File: config.mk
export PLATFORM = sky130hd
export DESIGN_NAME = bbr_master
export DESIGN_NICKNAME = d
export VERILOG_FILES = /design/src/inc/bbr_pkg.sv /design/src/bbr_buf.sv /design/src/bbr_master.sv
export VERILOG_INCLUDE_DIRS = /design/src /design/src/inc
export SDC_FILE = /design/constraint.sdc
export NUM_CORES = 1
export LEC_CHECK = 0
export BUFFER_PORTS_ARGS = -buffer_cell sky130_fd_sc_hd__buf_2
export CORE_MARGIN = 10
export CORE_UTILIZATION = 55
export CTS_CLUSTER_SIZE = 16
export DETAILED_ROUTE_END_ITERATION = 12
export PLACE_DENSITY = 0.81
export SLEW_MARGIN = 20
export SYNTH_ARGS = -nofsm -noshare
export SYNTH_HDL_FRONTEND = slang
export SYNTH_SLANG_ARGS = --single-unit
File: constraint.sdc
create_clock -name i_ref_clk -period 14.75 [get_ports i_ref_clk]
set_input_delay 0.7375 -clock i_ref_clk [delete_from_list [all_inputs] [get_ports i_ref_clk]]
set_output_delay 0.7375 -clock i_ref_clk [all_outputs]
set_load 0.02 [all_outputs]
File: src/inc/bbr_defs.svh
// Purpose: Constants for the byte-wide bus read cycle master.
// Assumes: Processor clock i_ref_clk at 40 MHz; one bus half-state per clock edge pair is mapped to one clock.
// Notes: Space and size codes and the mode count used by the master live here; state and end codes are in bbr_pkg; the test files write their own literals.
`ifndef BBR_DEFS_SVH
`define BBR_DEFS_SVH

`define BBR_ADDR_W 24
`define BBR_SPACE_RESERVED0 3'h0
`define BBR_SPACE_USER_DATA 3'h1
`define BBR_SPACE_USER_PROG 3'h2
`define BBR_SPACE_RESERVED3 3'h3
`define BBR_SPACE_RESERVED4 3'h4
`define BBR_SPACE_SUPER_DATA 3'h5
`define BBR_SPACE_SUPER_PROG 3'h6
`define BBR_SPACE_PROC 3'h7
`define BBR_SIZE_BYTE 2'h0
`define BBR_SIZE_WORD 2'h1
`define BBR_SIZE_LONG 2'h2
`define BBR_MODE_STABLE_CLKS 2'h2

`endif

File: src/inc/bbr_pkg.sv
// Purpose: Types for the byte-wide bus read cycle master.
// Assumes: Nothing beyond the constants header.
// Notes: Nothing is imported; users write bbr_pkg::name.
package bbr_pkg;

  typedef enum logic [3:0]
  {
    BBR_IDLE = 4'h0,
    BBR_S0 = 4'h1,
    BBR_S1 = 4'h2,
    BBR_S2 = 4'h3,
    BBR_S3 = 4'h4,
    BBR_S4 = 4'h5,
    BBR_S5 = 4'h6,
    BBR_S6 = 4'h7,
    BBR_S7 = 4'h8,
    BBR_S8 = 4'h9,
    BBR_S9 = 4'ha
  } bbr_state_t;

  typedef enum logic [1:0]
  {
    BBR_END_ACK = 2'h0,
    BBR_END_FAULT = 2'h1,
    BBR_END_RETRY = 2'h2,
    BBR_END_PERIPH = 2'h3
  } bbr_end_t;

endpackage

File: src/bbr_buf.sv
// Purpose: Two-entry buffer between the read sequencer and the receiver of assembled data.
// Assumes: Single clock, asynchronous active-high reset.
// Notes: Stalls on the drain side fill it, and in_ready then stalls the sequencer.
`timescale 1ns/1ps
module bbr_buf
(
  input wire logic i_ref_clk,     // Processor clock.
  input wire logic i_reset,       // Asynchronous reset, active high.
  input wire logic i_in_valid,    // Word offered.
  output logic o_in_ready,        // Room for a word.
  input wire logic [33:0] i_in_data, // Word with status bits.
  output logic o_out_valid,       // Word available.
  input wire logic i_out_ready,   // Drain takes word.
  output logic [33:0] o_out_data  // Oldest word.
);

  logic [33:0] mem [0:1];
  logic wr_ptr;
  logic rd_ptr;
  logic [1:0] count;
  wire push = i_in_valid && o_in_ready;
  wire pop = o_out_valid && i_out_ready;

  assign o_in_ready = (count != 2'h2);
  assign o_out_valid = (count != 2'h0);
  assign o_out_data = mem[rd_ptr];

  always_ff @(posedge i_ref_clk or posedge i_reset)
  begin
    if (i_reset)
    begin
      mem[0] <= 34'h0;
      mem[1] <= 34'h0;
      wr_ptr <= 1'b0;
      rd_ptr <= 1'b0;
      count <= 2'h0;
    end
    else
    begin
      if (push)
        mem[wr_ptr] <= i_in_data;
      if (push)
        wr_ptr <= ~wr_ptr;
      if (pop)
        rd_ptr <= ~rd_ptr;
      count <= count + {1'b0, push} - {1'b0, pop};
    end
  end

endmodule

File: src/bbr_master.sv
// Purpose: Bus master for byte-wide asynchronous read cycles, including space code and byte assembly.
// Assumes: Slave inputs are asynchronous pins and pass two flip-flops; each S state lasts one clock here.
// Notes: Falling-edge sampling is mapped to the clock that closes the state; wait states are whole clocks.
`timescale 1ns/1ps
`include "bbr_defs.svh"

module bbr_master
(
  input wire logic i_ref_clk,               // Processor clock, 40 MHz.
  input wire logic i_reset,                 // Asynchronous reset, active high.
  input wire logic i_width_select_n,        // Width-select pin, low selects byte-wide mode.
  input wire logic i_req_valid,             // Read request.
  output logic o_req_ready,                 // Request accepted.
  input wire logic [23:0] i_req_addr,       // Start byte address.
  input wire logic [1:0] i_req_size,        // Byte, word or long word.
  input wire logic [2:0] i_req_space,       // Space code for the access.
  output logic o_rsp_valid,                 // Assembled data available.
  input wire logic i_rsp_ready,             // Receiver takes data.
  output logic [31:0] o_rsp_data,           // Assembled data, right aligned.
  output logic o_rsp_fault,                 // Access ended in bus fault exception.
  output logic o_rsp_periph,                // Access ended in slow-peripheral conversion.
  output logic o_byte_mode,                 // Byte-wide mode latched after reset release.
  output logic [2:0] o_space_code,          // Space code pins.
  output logic o_space_code_oe,             // Space code drive enable.
  output logic [23:0] o_addr,               // Address pins with byte select bit.
  output logic o_addr_oe,                   // Address drive enable.
  output logic o_read_write,                // High for read.
  output logic o_address_strobe_n,          // Address strobe, active low.
  output logic o_lower_byte_strobe_n,       // Lower or single data strobe, active low.
  output logic o_upper_byte_strobe_n,       // Upper byte strobe, active low.
  input wire logic [15:0] i_data,           // Data lanes; upper lanes ignored.
  input wire logic i_transfer_acknowledge_n, // Transfer acknowledge, active low.
  input wire logic i_bus_fault_input_n,     // Bus fault, active low.
  input wire logic i_slow_peripheral_select_n, // Slow-peripheral select, active low.
  input wire logic i_halt_n                 // Halt input, active low.
);

  // ------------------------------------------------------------
  // Input synchronisers
  // ------------------------------------------------------------
  logic [3:0] sync1;
  logic [3:0] sync2;
  logic [7:0] data_s1;
  logic [7:0] data_s2;

  always_ff @(posedge i_ref_clk or posedge i_reset)
  begin
    if (i_reset)
    begin
      sync1 <= 4'hf;
      sync2 <= 4'hf;
      data_s1 <= 8'h00;
      data_s2 <= 8'h00;
    end
    else
    begin
      sync1 <= {i_transfer_acknowledge_n, i_bus_fault_input_n, i_slow_peripheral_select_n, i_halt_n};
      sync2 <= sync1;
      data_s1 <= i_data[7:0];
      data_s2 <= data_s1;
    end
  end

  wire ack = ~sync2[3];
  wire fault = ~sync2[2];
  wire periph = ~sync2[1];
  wire halt = ~sync2[0];

  // ------------------------------------------------------------
  // Width select captured after reset release
  // ------------------------------------------------------------
  logic [1:0] mode_cnt;
  logic mode_done;
  logic width_s1;
  logic width_s2;

  always_ff @(posedge i_ref_clk or posedge i_reset)
  begin
    if (i_reset)
    begin
      width_s1 <= 1'b1;
      width_s2 <= 1'b1;
    end
    else
    begin
      width_s1 <= i_width_select_n;
      width_s2 <= width_s1;
    end
  end

  // The pin must be stable for two clocks after release, so it is taken then.
  always_ff @(posedge i_ref_clk or posedge i_reset)
  begin
    if (i_reset)
    begin
      mode_cnt <= 2'h0;
      mode_done <= 1'b0;
      o_byte_mode <= 1'b0;
    end
    else if (!mode_done)
    begin
      mode_cnt <= mode_cnt + 2'h1;
      if (mode_cnt == `BBR_MODE_STABLE_CLKS)
      begin
        mode_done <= 1'b1;
        o_byte_mode <= ~width_s2;
      end
    end
  end

  // ------------------------------------------------------------
  // Byte sequencing helpers
  // ------------------------------------------------------------
  function automatic logic [2:0] bbr_byte_count(input logic [1:0] size, input logic byte_mode);
    if (!byte_mode)
      bbr_byte_count = 3'h1;
    else if (size == `BBR_SIZE_LONG)
      bbr_byte_count = 3'h4;
    else if (size == `BBR_SIZE_WORD)
      bbr_byte_count = 3'h2;
    else
      bbr_byte_count = 3'h1;
  endfunction

  function automatic logic [31:0] bbr_place(input logic [31:0] acc, input logic [7:0] b, input logic [1:0] lane);
    logic [31:0] r;
    r = acc;
    r[{lane, 3'h0} +: 8] = b;
    bbr_place = r;
  endfunction

  // ------------------------------------------------------------
  // Cycle state machine
  // ------------------------------------------------------------
  bbr_pkg::bbr_state_t state;
  bbr_pkg::bbr_state_t next_state;
  bbr_pkg::bbr_end_t end_kind;
  logic [23:0] cur_addr;
  logic [2:0] cur_space;
  logic [1:0] cur_size;
  logic [2:0] bytes_left;
  logic [1:0] byte_idx;
  logic [31:0] acc;
  logic acc_fault;
  logic acc_periph;
  logic push;

  wire buf_ready;
  wire start = (state == bbr_pkg::BBR_IDLE) && i_req_valid && mode_done && buf_ready;
  wire term_seen = ack || fault || periph;
  // Lanes are numbered from the most significant byte of the access down.
  wire [1:0] lane = 2'(bbr_byte_count(cur_size, 1'b1) - 3'h1 - {1'b0, byte_idx});
  wire last_byte = (bytes_left == 3'h1);
  wire fault_only = fault && !ack;
  wire strobes_on = (state == bbr_pkg::BBR_S2) || (state == bbr_pkg::BBR_S3) || (state == bbr_pkg::BBR_S4) ||
    (state == bbr_pkg::BBR_S5) || (state == bbr_pkg::BBR_S6);

  assign o_req_ready = start;

  always_comb
  begin
    next_state = state;
    case (state)
      bbr_pkg::BBR_IDLE:
        if (start)
          next_state = bbr_pkg::BBR_S0;
      bbr_pkg::BBR_S0:
        next_state = bbr_pkg::BBR_S1;
      bbr_pkg::BBR_S1:
        next_state = bbr_pkg::BBR_S2;
      bbr_pkg::BBR_S2:
        next_state = bbr_pkg::BBR_S3;
      bbr_pkg::BBR_S3:
        next_state = bbr_pkg::BBR_S4;
      bbr_pkg::BBR_S4:
        if (term_seen)
          next_state = bbr_pkg::BBR_S5;
      bbr_pkg::BBR_S5:
        next_state = bbr_pkg::BBR_S6;
      bbr_pkg::BBR_S6:
        next_state = bbr_pkg::BBR_S7;
      bbr_pkg::BBR_S7:
        if (end_kind == bbr_pkg::BBR_END_FAULT || end_kind == bbr_pkg::BBR_END_RETRY)
          next_state = bbr_pkg::BBR_S8;
        else if (end_kind == bbr_pkg::BBR_END_ACK && !last_byte)
          next_state = bbr_pkg::BBR_S0;
        else
          next_state = bbr_pkg::BBR_IDLE;
      bbr_pkg::BBR_S8:
        next_state = bbr_pkg::BBR_S9;
      bbr_pkg::BBR_S9:
        if (end_kind == bbr_pkg::BBR_END_RETRY)
          next_state = bbr_pkg::BBR_S0;
        else
          next_state = bbr_pkg::BBR_IDLE;
      default:
        next_state = bbr_pkg::BBR_IDLE;
    endcase
  end

  always_ff @(posedge i_ref_clk or posedge i_reset)
  begin
    if (i_reset)
      state <= bbr_pkg::BBR_IDLE;
    else
      state <= next_state;
  end

  // Termination kind is recorded on the S4 clock that sees a termination input.
  always_ff @(posedge i_ref_clk or posedge i_reset)
  begin
    if (i_reset)
      end_kind <= bbr_pkg::BBR_END_ACK;
    else if (state == bbr_pkg::BBR_S4 && term_seen)
    begin
      if (fault_only && halt)
        end_kind <= bbr_pkg::BBR_END_RETRY;
      else if (fault_only)
        end_kind <= bbr_pkg::BBR_END_FAULT;
      else if (ack)
        end_kind <= bbr_pkg::BBR_END_ACK;
      else
        end_kind <= bbr_pkg::BBR_END_PERIPH;
    end
  end

  // ------------------------------------------------------------
  // Access registers and byte assembly
  // ------------------------------------------------------------
  always_ff @(posedge i_ref_clk or posedge i_reset)
  begin
    if (i_reset)
    begin
      cur_addr <= 24'h000000;
      cur_space <= `BBR_SPACE_RESERVED0;
      cur_size <= `BBR_SIZE_BYTE;
      bytes_left <= 3'h0;
      byte_idx <= 2'h0;
    end
    else if (start)
    begin
      cur_addr <= i_req_addr;
      cur_space <= i_req_space;
      cur_size <= i_req_size;
      bytes_left <= bbr_byte_count(i_req_size, o_byte_mode);
      byte_idx <= 2'h0;
    end
    else if (state == bbr_pkg::BBR_S7 && end_kind == bbr_pkg::BBR_END_ACK && !last_byte)
    begin
      cur_addr <= cur_addr + 24'h000001;
      bytes_left <= bytes_left - 3'h1;
      byte_idx <= byte_idx + 2'h1;
    end
  end

  always_ff @(posedge i_ref_clk or posedge i_reset)
  begin
    if (i_reset)
    begin
      acc <= 32'h00000000;
      acc_fault <= 1'b0;
      acc_periph <= 1'b0;
    end
    else if (start)
    begin
      acc <= 32'h00000000;
      acc_fault <= 1'b0;
      acc_periph <= 1'b0;
    end
    else if (state == bbr_pkg::BBR_S6 && end_kind == bbr_pkg::BBR_END_ACK && o_read_write)
      acc <= bbr_place(acc, data_s2, lane);
    else if (state == bbr_pkg::BBR_S9 && end_kind == bbr_pkg::BBR_END_FAULT)
      acc_fault <= 1'b1;
    else if (state == bbr_pkg::BBR_S7 && end_kind == bbr_pkg::BBR_END_PERIPH)
      acc_periph <= 1'b1;
  end

  assign push = ((state == bbr_pkg::BBR_S7) && (end_kind == bbr_pkg::BBR_END_ACK) && last_byte) ||
    ((state == bbr_pkg::BBR_S7) && (end_kind == bbr_pkg::BBR_END_PERIPH)) ||
    ((state == bbr_pkg::BBR_S9) && (end_kind == bbr_pkg::BBR_END_FAULT));

  wire [31:0] push_data = (end_kind == bbr_pkg::BBR_END_ACK) ? acc : 32'h00000000;
  wire push_fault = (end_kind == bbr_pkg::BBR_END_FAULT);
  wire push_periph = (end_kind == bbr_pkg::BBR_END_PERIPH);

  bbr_buf u_buf
  (
    .i_ref_clk(i_ref_clk),
    .i_reset(i_reset),
    .i_in_valid(push),
    .o_in_ready(buf_ready),
    .i_in_data({push_fault, push_periph, push_data}),
    .o_out_valid(o_rsp_valid),
    .i_out_ready(i_rsp_ready),
    .o_out_data({o_rsp_fault, o_rsp_periph, o_rsp_data})
  );

  // ------------------------------------------------------------
  // Bus pin registers
  // ------------------------------------------------------------
  always_ff @(posedge i_ref_clk or posedge i_reset)
  begin
    if (i_reset)
    begin
      o_space_code <= `BBR_SPACE_RESERVED0;
      o_space_code_oe <= 1'b0;
      o_addr <= 24'h000000;
      o_addr_oe <= 1'b0;
      o_read_write <= 1'b1;
      o_address_strobe_n <= 1'b1;
      o_lower_byte_strobe_n <= 1'b1;
      o_upper_byte_strobe_n <= 1'b1;
    end
    else
    begin
      o_upper_byte_strobe_n <= 1'b1;
      if (next_state == bbr_pkg::BBR_S0)
      begin
        o_space_code <= start ? i_req_space : cur_space;
        o_space_code_oe <= 1'b1;
        o_read_write <= 1'b1;
      end
      else if (next_state == bbr_pkg::BBR_IDLE)
        o_space_code_oe <= 1'b0;
      if (next_state == bbr_pkg::BBR_S1)
      begin
        o_addr <= cur_addr;
        o_addr_oe <= 1'b1;
      end
      else if (next_state == bbr_pkg::BBR_S8 || next_state == bbr_pkg::BBR_S0 || next_state == bbr_pkg::BBR_IDLE)
        o_addr_oe <= 1'b0;
      // Strobes are held through S3 to S6 and drop entering S7.
      o_address_strobe_n <= ~(next_state == bbr_pkg::BBR_S2 || (strobes_on && next_state != bbr_pkg::BBR_S7));
      o_lower_byte_strobe_n <= ~(next_state == bbr_pkg::BBR_S2 ||
        (strobes_on && next_state != bbr_pkg::BBR_S7));
    end
  end

endmodule

==> Word-level counts from Yosys, hierarchy flattened <==
Index checks and enable logic that the tools add are counted.
{ "op_classes": {"add_sub_neg": 9, "order_cmp": 3, "n_eq_ne": 25, "shifts": 2, "muxes": 37, "bitwise_logic": 11, "n_reduce_logical": 39} }
{ "ops": {"columns": ["cell", "count"], "rows": [
  ["34-bit 2-to-1 mux", 4],
  ["32-bit 2-to-1 mux", 3],
  ["68-bit bitwise mux", 1],
  ["24-bit 2-to-1 mux", 2],
  ["4-bit case mux with 11 select lines", 1],
  ["34-bit demux with 1-bit select", 1],
  ["32-bit bitwise mux", 1],
  ["8-bit by 7-bit variable shift with 32-bit output, first input constant", 1],
  ["8-bit by 7-bit variable part select with 32-bit output", 1],
  ["24-bit by 1-bit adder with 24-bit output, second input constant", 1],
  ["1-bit logical AND", 17],
  ["4-bit by 2-bit == test with 1-bit output, second input constant", 4],
  ["4-bit by 3-bit == test with 1-bit output, second input constant", 4],
  ["4-bit == test, second input constant", 4],
  ["2-bit 2-to-1 mux", 8],
  ["3-bit 2-to-1 mux", 5],
  ["1-bit logical OR", 12],
  ["4-bit 2-to-1 mux", 3],
  ["2-bit == test, second input constant", 5],
  ["2-bit nonzero test", 5],
  ["1-bit inverter", 9],
  ["4-bit by 1-bit == test with 1-bit output, second input constant", 2],
  ["4-bit logical NOT", 2],
  ["1-bit 2-to-1 mux", 8],
  ["17 further kinds", 22]
]} }
{ "word_totals": {"register_bits": 204, "inputBits": 54, "wordCells": 153} }

==> Depth between registers and ports, before layout <==
Gate-level depths: netlist of the first run.
{ "depth": {"depth_word": 11, "ltp_mapped": 11, "ltp_nobuf": 11} }

==> By module <==
From an unflattened synthesis of the first run, not the netlist that was laid out.
{ "hier_totals": {"hier_cells": 722, "area_unflattened_um2": 9146.3} }
{ "modules_own_cells": {"columns": ["mod", "instances", "cells_per_inst", "area_each_um2", "seq_area_each_um2"], "rows": [
  ["bbr_master", 1, 522, 5850.6, 3316.9],
  ["bbr_buf", 1, 200, 3295.7, 1801.7]
]} }

==> Worst setup path after synthesis of the first run <==
No wires, ideal clock.
{ "synth_timing": {"path_kind": "reg-to-reg", "start": "register cur_size[0]", "end": "register acc[29]", "setup_time_ps": 78, "arrival_ps": 2331, "t_required_ps": 14672, "setup_slack_ps": 12341, "stages_incl_launch_ff": 10, "path_buffers": 0, "cell_sequence": "dfrtp_1 ha_1 ha_1 xnor2_1 xor2_1 inv_1 ha_1 nor3_1 nand3_1 a21oi_1"} }
{ "synth_via": {"elab_chain_cells": 10} }
{ "synth_rtl": {"columns": ["element", "line", "text"], "rows": [
  ["start: declaration", "bbr_master.sv:140", "logic [1:0] cur_size;"],
  ["start signal: assignment", "bbr_master.sv:236", "cur_size <= `BBR_SIZE_BYTE;"],
  ["start signal: assignment", "bbr_master.sv:244", "cur_size <= i_req_size;"],
  ["2-bit by 1-bit == test with 1-bit output (no source line)", null, null],
  ["2-bit 2-to-1 mux", "bbr_master.sv:119", "else if (size == `BBR_SIZE_WORD)"],
  ["2-bit 2-to-1 mux *", "bbr_master.sv:117", "else if (size == `BBR_SIZE_LONG)"],
  ["2-bit by 1-bit subtractor with 2-bit output *", "bbr_master.sv:152", "wire [1:0] lane = 2'(bbr_byte_count(cur_size, 1'b1) - 3'h1 - {1'b0, byte_idx});"],
  ["2-bit subtractor *", "bbr_master.sv:152", null],
  ["5-bit negator with 7-bit output *", "bbr_master.sv:128", "r[{lane, 3'h0} +: 8] = b;"],
  ["8-bit by 7-bit variable part select with 32-bit output / 8-bit by 7-bit variable shift with 32-bit output (equally long branches)", "bbr_master.sv:128", null],
  ["32-bit bitwise mux *", "bbr_master.sv:128", null],
  ["32-bit 2-to-1 mux *", "bbr_master.sv:270", "else if (state == bbr_pkg::BBR_S6 && end_kind == bbr_pkg::BBR_END_ACK && o_read_write)"],
  ["32-bit 2-to-1 mux *", "bbr_master.sv:264", "else if (start)"],
  ["end signal: assignment", "bbr_master.sv:271", "acc <= bbr_place(acc, data_s2, lane);"],
  ["end: declaration", "bbr_master.sv:143", "logic [31:0] acc;"]
]} }
Every way passes the cells marked *; elsewhere a longest branch is shown, timed or not. The select of a mux whose other input is x is not followed.
A chain may end at the register's enable or synchronous reset.

==> Worst setup path in the final report of the first run <==
{ "layout_timing": {"start": "register state[3]", "end": "output port o_req_ready"} }
{ "layout_via": {"elab_chain_cells": 4} }
{ "layout_rtl": {"columns": ["element", "line", "text"], "rows": [
  ["start: declaration", "bbr_master.sv:135", "bbr_pkg::bbr_state_t state;"],
  ["start signal: assignment", "bbr_master.sv:204", "state <= bbr_pkg::BBR_IDLE;"],
  ["start signal: assignment", "bbr_master.sv:206", "state <= next_state;"],
  ["4-bit logical NOT", "bbr_master.sv:149", "wire start = (state == bbr_pkg::BBR_IDLE) && i_req_valid && mode_done && buf_ready;"],
  ["1-bit logical AND (3 in series)", "bbr_master.sv:149", null],
  ["end: declaration", "bbr_master.sv:13", "output logic o_req_ready,"]
]} }
Every way passes these cells.

==> impl_metrics.yaml, run 1 <==
synth:
  synthArstFlopShare_pct: 100
  syn_area_mm2: 0.00911
  synthTopCellsByArea: "dfrtp_1 53%, mux2_2 16%, dfstp_2 3.2%"
  synth_edf_count: 0
  synth_ff_type: "dfrtp_1"
  yosys_warnings: 0
  yosysSeqAreaShare_pct: 56.2
  yosysUniqueCellTypes: 53
  syn_avg_cell_area_um2: 12.4
  synthCells: 737
  yosys.area.top_type_share_pct: 53.0
  yosysTopAreaCell: "dfrtp_1"
  synth_seq_cells: 204
global_routing:
  antenna_found_initial: 0
  gr-total-overflow: 0
  grt_usage_pct: 17.6
  first_global_vias: 6371
  grt_pass1_wl_um: 32300
  grt_max_degree: 129
clock_network:
  cts-buffers-inserted: 22
  clock-root-buffer: "clkbuf_16"
  cts.sinks: 204
  cts_tree: "built"
  clkTransAtPathRegs_ps: 60
  hold_buffers: 0
  cts_resized: 0
  h-tree-depth: 1
  insertion_delay_ps: 490
  cts_buffer_depth: 3
  cts_setup_buffers: 0
detailed_routing:
  via_per_inst: 5.68
  avgRoutedWirePerCell_um: 18.2
  final_antenna_net_count: 0
  dr.pass1.iters: 4
  wl_um: 19600
  drtIter0Drc: 374
  drc: 0
  num_vias: 6113
worst_setup_path:
  critPathCaptureType: "output pin"
  cpPeakStageDelay_ps: 600
  r2r_end: "acc[20]$_DFFE_PP0P_"
  cp.arrival_ps: 2790
  crit_buf_inv: 3
  worstRegToRegCells: 6
  cp.depth: 5
  r2r_slack_ps: 11840
  r2r-start: "state[1]$_DFF_PP0_"
  startpoint: "state[3]$_DFF_PP0_"
  crit_end: "o_req_ready"
  crit_type: "flop to output pin"
  cp_slowest_cell: "dfrtp_1"
  crit_fanout: 54
  critical_path.cell_chain: "nor4bb_1 -> nand3_2 -> buf_4 -> inv_2 -> buf_2"
  start_kind: "flop"
  crit_family: "buffers and inverters"
  required_ps: 14010
layout:
  fin_cells: 1077
  area_delta_synth_final_pct: 16.3
  n_fill_cell: 1217
  drive_gt1_share_pct: 36.1
  fin_area_mm2: 0.0106
  nNetsFinal: 916
  antenna_cells: 0
timing:
  worst_pin_slew_ps: 956
  period_needed_ps: 3520
  fin_crit_sh_pct: 23.9
  fin_tns_setup_ps: 0
  finalSetupViolCount: 0
  rsz0062_at_grt: "false"
  slew_headroom_pct: 36.3
  maxSlewViolCount: 0
  clock.fmax_mhz: 284
  finClkSkew_ps: 10.6
  setup_ws_ps: 11230
  final-hold-violation-count: 0
floorplanning:
  die_w_um: 149
  initial_core_util_pct: 55.5
  fp-row-count: 47
  core_area_mm2: 0.0164
  die_y_um: 149
  pin_count: 124
  die-area_mm2: 0.0221
worst_hold_path:
  min-delay-start: "i_width_select_n"
  hp-class: "input pin to flop"
  hold_depth: 1
power_and_ir_drop:
  leakage_nw: 5.02
  vdd_drop_max_mv: 0.120
  p_total_mw: 2.00
  powerDensity_mw_per_mm2: 189
placement:
  finalWeightedCongestion: 0.809
  post-place-ws_ps: 11640
  placed_area_mm2: 0.00986
  dp.cells: 1039
  dpl.hpwl_um: 13100
  port_buffers: 113
flow_run:
  drv_cap: 0
run_status:
  status: "complete, no violations"
[stage by stage]
| stage | hold WS, ps | util, % |
|---|---|---|
| floorplan | 331 | - |
| global placement | 333 | 60.1 |
| detailed placement | 335 | 60.1 |
| CTS | 313 | 64.6 |
| global route | 311 | 64.6 |
| finish | 337 | 64.6 |
[area by class of cell]
class | instances | area [um^2] | area share [%]
timing repair buffer | 121 | 626 | 5.90
tap | 220 | 275 | 2.60
inverter | 22 | 90.1 | 0.850
clock inverter | 6 | 53.8 | 0.508
multi-input combinational | 472 | 3750 | 35.4
sequential | 204 | 5120 | 48.3
clock buffer | 32 | 679 | 6.41
[layout by cell type, fill, tap and decap left out, types with 3 or more instances in the layout]
master	n
or3_1	8
and4_1	8
xnor2_1	9
a21o_1	3
inv_1	20
nor2_1	26
xor2_1	4
nor2b_1	3
clkbuf_8	7
o31ai_1	14
buf_4	8
nand2b_1	7
or4_1	15
nand2_1	33
ha_1	19
o211ai_1	4
buf_2	113
o21ai_0	23
a31oi_1	19
clkbuf_16	23
mux2_2	132
a22o_1	21
dfrtp_1	193
and2_1	37
dfstp_2	11
a21oi_1	15
mux2i_1	3
nand4_1	13
clkinv_2	4
nand3_1	23
[Yosys cell counts (2+ instances only)]
cell,n
a211oi_1,2
a21o_1,3
a21oi_1,15
a22o_1,21
a31oi_1,19
and2_1,37
and3_1,2
and4_1,8
buf_1,2
buf_2,16
buf_4,3
clkbuf_1,19
dfrtp_1,193
dfstp_2,11
ha_1,19
inv_1,21
mux2_2,132
mux2i_1,3
nand2_1,33
nand2b_1,7
nand3_1,24
nand4_1,13
nor2_1,26
nor2b_1,3
nor3_1,2
nor3_2,2
nor3b_1,2
nor4b_2,2
nor4bb_1,2
o211ai_1,4
o21ai_0,23
o31ai_1,14
or2_2,2
or3_1,8
or4_1,15
xnor2_1,9
xor2_1,4
[worst register-to-register path, cell delays in order (launching register included)]
cell	delay, ps
dfrtp_1	700
nor2_1	250
nand3_2	120
buf_4	470
inv_2	440
a21oi_1	610
a22o_1	250
[sequential cells by signal (all words and copies together) (netlist names), 2 cells and up]
name,count
cur_size,2
acc,32
mode_cnt,2
sync1,4
o_space_code,3
sync2,4
u_buf.count,2
o_addr,24
cur_addr,24
state,4
data_s1,8
data_s2,8
bytes_left,3
byte_idx,2
end_kind,2
cur_space,3
u_buf.mem,68
[cells by family after synthesis]
group / share of synthesized area (%)
buf+inv: 2.90
fa+ha+maj: 2.61
other cells: 0.0411
mux: 16.6
simple gates: 12.4
flops: 56.2
compound gates: 7.99
xor+xnor: 1.25
[power by group]
group          internal, mW  switching (mW)  leakage [nW]  total, mW
Combinational         0.265           0.370          2.09      0.634
Sequential            0.693           0.130          2.56      0.823
Clock                 0.335           0.209         0.367      0.544
Total                  1.29           0.709          5.02       2.00
[metal layers]
metal | global-route usage [%] | wire length (um) | share of wire (%) | up-vias
li1 | - | - | - | 2887
met2 | 30.3 | 9890 | 50 | 161
met5 | 0 | 0 | 0 | -
met1 | 21.7 | 8310 | 42 | 3038
met3 | 4.07 | 1080 | 5.5 | 27
met4 | 4.81 | 362 | 1.8 | 0
[how the worst min path moves through the flow]
stage / to
floorplan: data_s2[0]$_DFF_PP0_
global placement: data_s2[7]$_DFF_PP0_
detailed placement: data_s2[2]$_DFF_PP0_
CTS: width_s1$_DFF_PP1_
global route: sync1[1]$_DFF_PP1_
finish: width_s1$_DFF_PP1_
Power figures use the tool's default switching activity.
==> inputs of run 2 (changes only) <==
clock period = 3.3 ns   (was 14.75 ns; I/O delays follow)
==> run 2 against run 1 <==
Compared with the run above: global-route usage increased by 0.62 points; first-iteration DRC count grew 20%; setup slack got worse by 11000 ps; combinational power increased to 4.7 times the previous value; count of clock-buffer cells in the layout shrank 2; core utilization is 3.0 points higher; sequential power grew to 4.5 times the previous value; final cell count up 4.6%; wire length grew 4.6%; critical path depth rose by 2; flip-flop and latch count did not move; largest cell class unchanged.
==> impl_metrics.yaml, run 2 (same netlist as run 1, synthesis figures left out) <==
worst_setup_path:
  path_common_cell: "ha_1"
  crit_type: "flop to flop"
  start_kind: "flop"
  crit_buf_inv: 0
  cp_slowest_cell: "nor4b_2"
  cpPeakStageDelay_ps: 650
  cp.arrival_ps: 3040
  critPathCaptureType: "flop"
  required_ps: 3730
  crit_fanout: 7
  crit_family: "adder cells"
  critical_path.cell_chain: "ha_1 -> ha_1 -> xnor2_1 -> xor2_1 -> ha_1 -> nor4b_2 -> a32o_1"
layout:
  drive_gt1_share_pct: 34.7
  layout_common_cells: "193 x dfrtp_1, 132 x mux2_2, 113 x buf_2"
  reg_top3: "u_buf.mem x68, acc x32"
  n_fill_cell: 1177
  layout_commonest_cell: "dfrtp_1"
  area_delta_synth_final_pct: 21.7
  largest_reg_flops: 68
  regMostFlops: "u_buf.mem"
  utilization_pct: 67.6
  nNetsFinal: 964
floorplanning:
  core_area_mm2: 0.0164
  die-area_mm2: 0.0221
  die_y_um: 149
  pin_count: 124
  die_w_um: 149
  initial_core_util_pct: 55.5
  fp-row-count: 47
clock_network:
  cts_tree: "built"
  hold_buffers: 43
  clkTransAtPathRegs_ps: 60
  cts_setup_buffers: 0
  h-tree-depth: 1
  cts_buffer_depth: 3
  cts.sinks: 204
  cts_resized: 0
  cts-buffers-inserted: 22
  insertion_delay_ps: 490
  clock-root-buffer: "clkbuf_16"
placement:
  finalWeightedCongestion: 0.835
  dpl.hpwl_um: 13000
  port_buffers: 113
timing:
  maxSlewViolCount: 0
  worst_pin_slew_ps: 735
  rsz0062_at_grt: "false"
  fin_tns_setup_ps: 0
  finClkSkew_ps: 8.74
  clock.fmax_mhz: 384
  finalSetupViolCount: 0
  fin_crit_sh_pct: 79.0
  slew_headroom_pct: 50.6
  period_needed_ps: 2610
  final-hold-violation-count: 0
detailed_routing:
  via_per_inst: 5.67
  dr.pass1.iters: 5
  wl_um: 20600
  drtIter0Drc: 449
  avgRoutedWirePerCell_um: 18.2
  num_vias: 6392
  drc: 0
  final_antenna_net_count: 0
global_routing:
  gr-total-overflow: 0
  grt_max_degree: 91
  grt_usage_pct: 18.2
  first_global_vias: 6478
  antenna_found_initial: 1
  grt_pass1_wl_um: 33600
power_and_ir_drop:
  vdd_drop_max_mv: 0.584
  leakage_nw: 5.23
  powerDensity_mw_per_mm2: 820
run_status:
  status: "complete, no violations"
worst_hold_path:
  hp-class: "input pin to flop"
flow_run:
  drv_cap: 0
## run 2: cell count changes in the layout (fill, tap and decap cells not counted), moves of 2 or more
cell / delta
clkbuf_8: -3
dlygate4sd3_1: +43
buf_12: +2
buf_4: +3
## run 2: through the flow
step           std cells  instance area, um^2  setup slack, ps  power, mW  hold WS (ps)
2_1_floorplan        738                 9120              500       5.70           169
3_3_place_gp        1044                 9920              781       6.47           227
3_5_place_dp        1044                 9920              706       6.58           237
4_1_cts             1126                11100              695       9.12          7.23
5_1_grt             1127                11100              511       9.63          25.9
6_report            1127                11100              693       9.10          20.5
## run 2: power breakdown
group	internal (mW)	total (mW)	switching (mW)
clock	1.52	2.49	0.969
combinational	1.25	2.95	1.69
sequential	3.10	3.67	0.569
## run 2: per-layer routing
metal  vias up  track usage (%)  share of wire, %
met5         -                0                 0
met4         0             5.15               1.9
met3        32             3.98               5.4
met2       164             31.0                51
met1      3209             22.8                42
li1       2987                -                 -
## run 2: final cells by class
| type | count | area, um^2 | area share (%) |
|---|---|---|---|
| repair buffers | 169 | 1120 | 10.1 |
| flip-flops and latches | 204 | 5120 | 46.1 |
| well taps | 220 | 275 | 2.48 |
| inverters | 22 | 86.3 | 0.778 |
| diodes | 1 | 2.50 | 0.0226 |
| clock buffers | 30 | 642 | 5.78 |
| multi-input cells | 472 | 3750 | 33.8 |
| clock inverters | 9 | 97.6 | 0.880 |
## run 2: worst paths after layout
kind / start / end / slack, ps / cells past startpoint
max: cur_size[0]$_DFFE_PP0P_ / acc[4]$_DFFE_PP0P_ / 690 / 7
min: i_rsp_ready / u_buf.rd_ptr$_DFFE_PP0P_ / 20 / 3
max reg2reg: cur_size[0]$_DFFE_PP0P_ / acc[4]$_DFFE_PP0P_ / 690 / 7
min reg2reg: data_s1[4]$_DFF_PP0_ / data_s2[4]$_DFF_PP0_ / 350 / 0
max in group asynchronous: i_reset / o_addr[13]$_DFFE_PP0P_ / 2160 / 4
min in group asynchronous: i_reset / u_buf.mem[60]$_DFFE_PP0P_ / 280 / 3
## run 2: worst register-to-register path, stage by stage (launching register included)
cell     delay [ps]
dfrtp_1         390
ha_1            300
ha_1            190
xnor2_1         160
xor2_1          270
ha_1            330
nor4b_2         650
a32o_1          250
==> inputs of run 3 (changes only) <==
CORE_UTILIZATION = 52   (was 55)
PLACE_DENSITY = 0.8   (was 0.81)
clock period = 2.2 ns   (was 3.3 ns; I/O delays follow)
==> run 3 against run 2 <==
Compared with the run above: the flow now finishes with violations (negative setup slack); global-route usage is 0.34 points lower; combinational power rose by 110%; sequential share of layout area is 2.3 points lower; final area is 5.4% higher; hold slack gained 73 ps; final cell count is 3.3% higher; maximum frequency grew 9.5%; flip-flop and latch count unchanged; setup slack worse by 870 ps; count of clock-buffer cells in the layout up 3; power increased by 69%; register-to-register slack worse by 870 ps; highest routed layer unchanged.
==> impl_metrics.yaml, run 3 (same netlist as run 1, synthesis figures left out) <==
worst_setup_path:
  worstRegToRegCells: 10
  startpoint: "cur_size[0]$_DFFE_PP0P_"
  crit_fanout: 4
  required_ps: 2640
  crit_end: "acc[13]$_DFFE_PP0P_"
  crit_type: "flop to flop"
  r2r_slack_ps: -180
  critPathCaptureType: "flop"
  cp.arrival_ps: 2820
  start_kind: "flop"
  r2r_end: "acc[13]$_DFFE_PP0P_"
  r2r-start: "cur_size[0]$_DFFE_PP0P_"
timing:
  finalSetupViolCount: 32
  clock.fmax_mhz: 420
  fin_crit_sh_pct: 108
  period_needed_ps: 2380
  rsz0062_at_grt: "true"
  fin_tns_setup_ps: -3230
  finClkSkew_ps: 24.6
  worst_pin_slew_ps: 633
  slew_headroom_pct: 57.8
  maxSlewViolCount: 0
  final-hold-violation-count: 0
  setup_ws_ps: -180
global_routing:
  grt_max_degree: 117
  grt_pass1_wl_um: 35500
  first_global_vias: 6932
  grt_usage_pct: 17.9
  antenna_found_initial: 2
  gr-total-overflow: 0
detailed_routing:
  final_antenna_net_count: 0
  dr.pass1.iters: 4
  drc: 0
  num_vias: 6468
  via_per_inst: 5.56
  avgRoutedWirePerCell_um: 18.1
  wl_um: 21000
  drtIter0Drc: 390
placement:
  post-place-ws_ps: -268
  dpl.hpwl_um: 13700
  placed_area_mm2: 0.0102
  port_buffers: 113
  finalWeightedCongestion: 0.848
floorplanning:
  core_area_mm2: 0.0172
  die_y_um: 152
  die_w_um: 152
  die-area_mm2: 0.0232
  fp-row-count: 48
  initial_core_util_pct: 52.9
  pin_count: 124
clock_network:
  cts-buffers-inserted: 22
  clock-root-buffer: "clkbuf_16"
  clkTransAtPathRegs_ps: 60
  h-tree-depth: 1
  insertion_delay_ps: 510
  cts_tree: "built"
  cts.sinks: 204
  cts_buffer_depth: 3
worst_hold_path:
  hp-class: "input pin to async pin"
layout:
  layout_common_cells: "191 x dfrtp_1, 132 x mux2_2, 113 x buf_2"
  nNetsFinal: 994
  layout_commonest_cell: "dfrtp_1"
  reg_top3: "u_buf.mem x68, acc x32"
  fin_area_mm2: 0.0117
  drive_gt1_share_pct: 40.6
  regMostFlops: "u_buf.mem"
  largest_reg_flops: 68
  area_delta_synth_final_pct: 28.3
run_status:
  status: "finished with violations"
  violations: "negative setup slack"
power_and_ir_drop:
  leakage_nw: 5.47
  powerDensity_mw_per_mm2: 1320
  vdd_drop_max_mv: 0.893
flow_run:
  drv_cap: 0
[run 3: cell types whose count changed in the layout (fill, tap and decap cells not counted), sizes merged]
cell	change
clkbuf	+3
dlygate4sd3	+1
bufinv	+1
clkinv	-2
diode	+1
inv	-1
buf	+29
[run 3: worst min path at each step]
stage                   from                        end  slack (ps)  cells after the start
finish               i_reset  u_buf.mem[38]$_DFFE_PP0P_          90                      3
global route         i_reset  u_buf.mem[38]$_DFFE_PP0P_         100                      3
CTS                  i_reset  u_buf.mem[38]$_DFFE_PP0P_          80                      3
detailed placement   i_reset   u_buf.mem[5]$_DFFE_PP0P_          70                      2
global placement     i_reset   u_buf.mem[5]$_DFFE_PP0P_          70                      2
floorplan           i_halt_n         sync1[0]$_DFF_PP1_         110                      0
[run 3: metrics by stage]
stage	std cells	hold slack, ps	utilization, %	power (mW)
2_1_floorplan	738	114	-	8.76
4_1_cts	1162	75.1	67.3	15.1
5_1_grt	1164	97.4	67.8	16.3
3_3_place_gp	1075	74.3	59.4	10.4
6_report	1164	93.3	67.8	15.4
3_5_place_dp	1075	69.3	59.4	10.5
[run 3: area by class of cell]
| class | instances | area, um^2 |
|---|---|---|
| fillers | 1236 | 5550 |
| clock buffers | 33 | 672 |
| multi-input cells | 472 | 3960 |
| well taps | 225 | 282 |
| clock inverters | 7 | 125 |
| repair buffers | 199 | 1440 |
| flip-flops and latches | 204 | 5120 |
| inverters | 22 | 88.8 |
| diodes | 2 | 5.00 |
[run 3: worst max-delay path, stage by stage, from the launching register on]
cell and delay (ps):
dfrtp_1 380, ha_1 280, ha_2 190, xnor2_2 190
xor2_2 300, inv_2 110, ha_4 200, nor2b_4 130
nand2_2 80, or3_4 330, a21oi_2 120
[run 3: repair_timing]
item	CTS	global route
resized for setup	23	25
buffers inserted	4	1
hold endpoints to repair	154	0
hold buffers	44	0
pin swaps	8	4
setup endpoints to repair	38	106
[run 3: metal layers]
metal	track usage [%]	vias to the layer above	part of all wire (%)
li1	-	3036	-
met1	21.8	3220	41
met2	30.7	165	51
met3	3.53	47	4.5
met4	6.51	0	3.4
met5	0	-	0
[run 3: power by group]
group	total, mW	switching, mW	internal [mW]
clock network	3.92	1.46	2.47
logic	6.12	3.29	2.83
registers	5.34	0.685	4.65
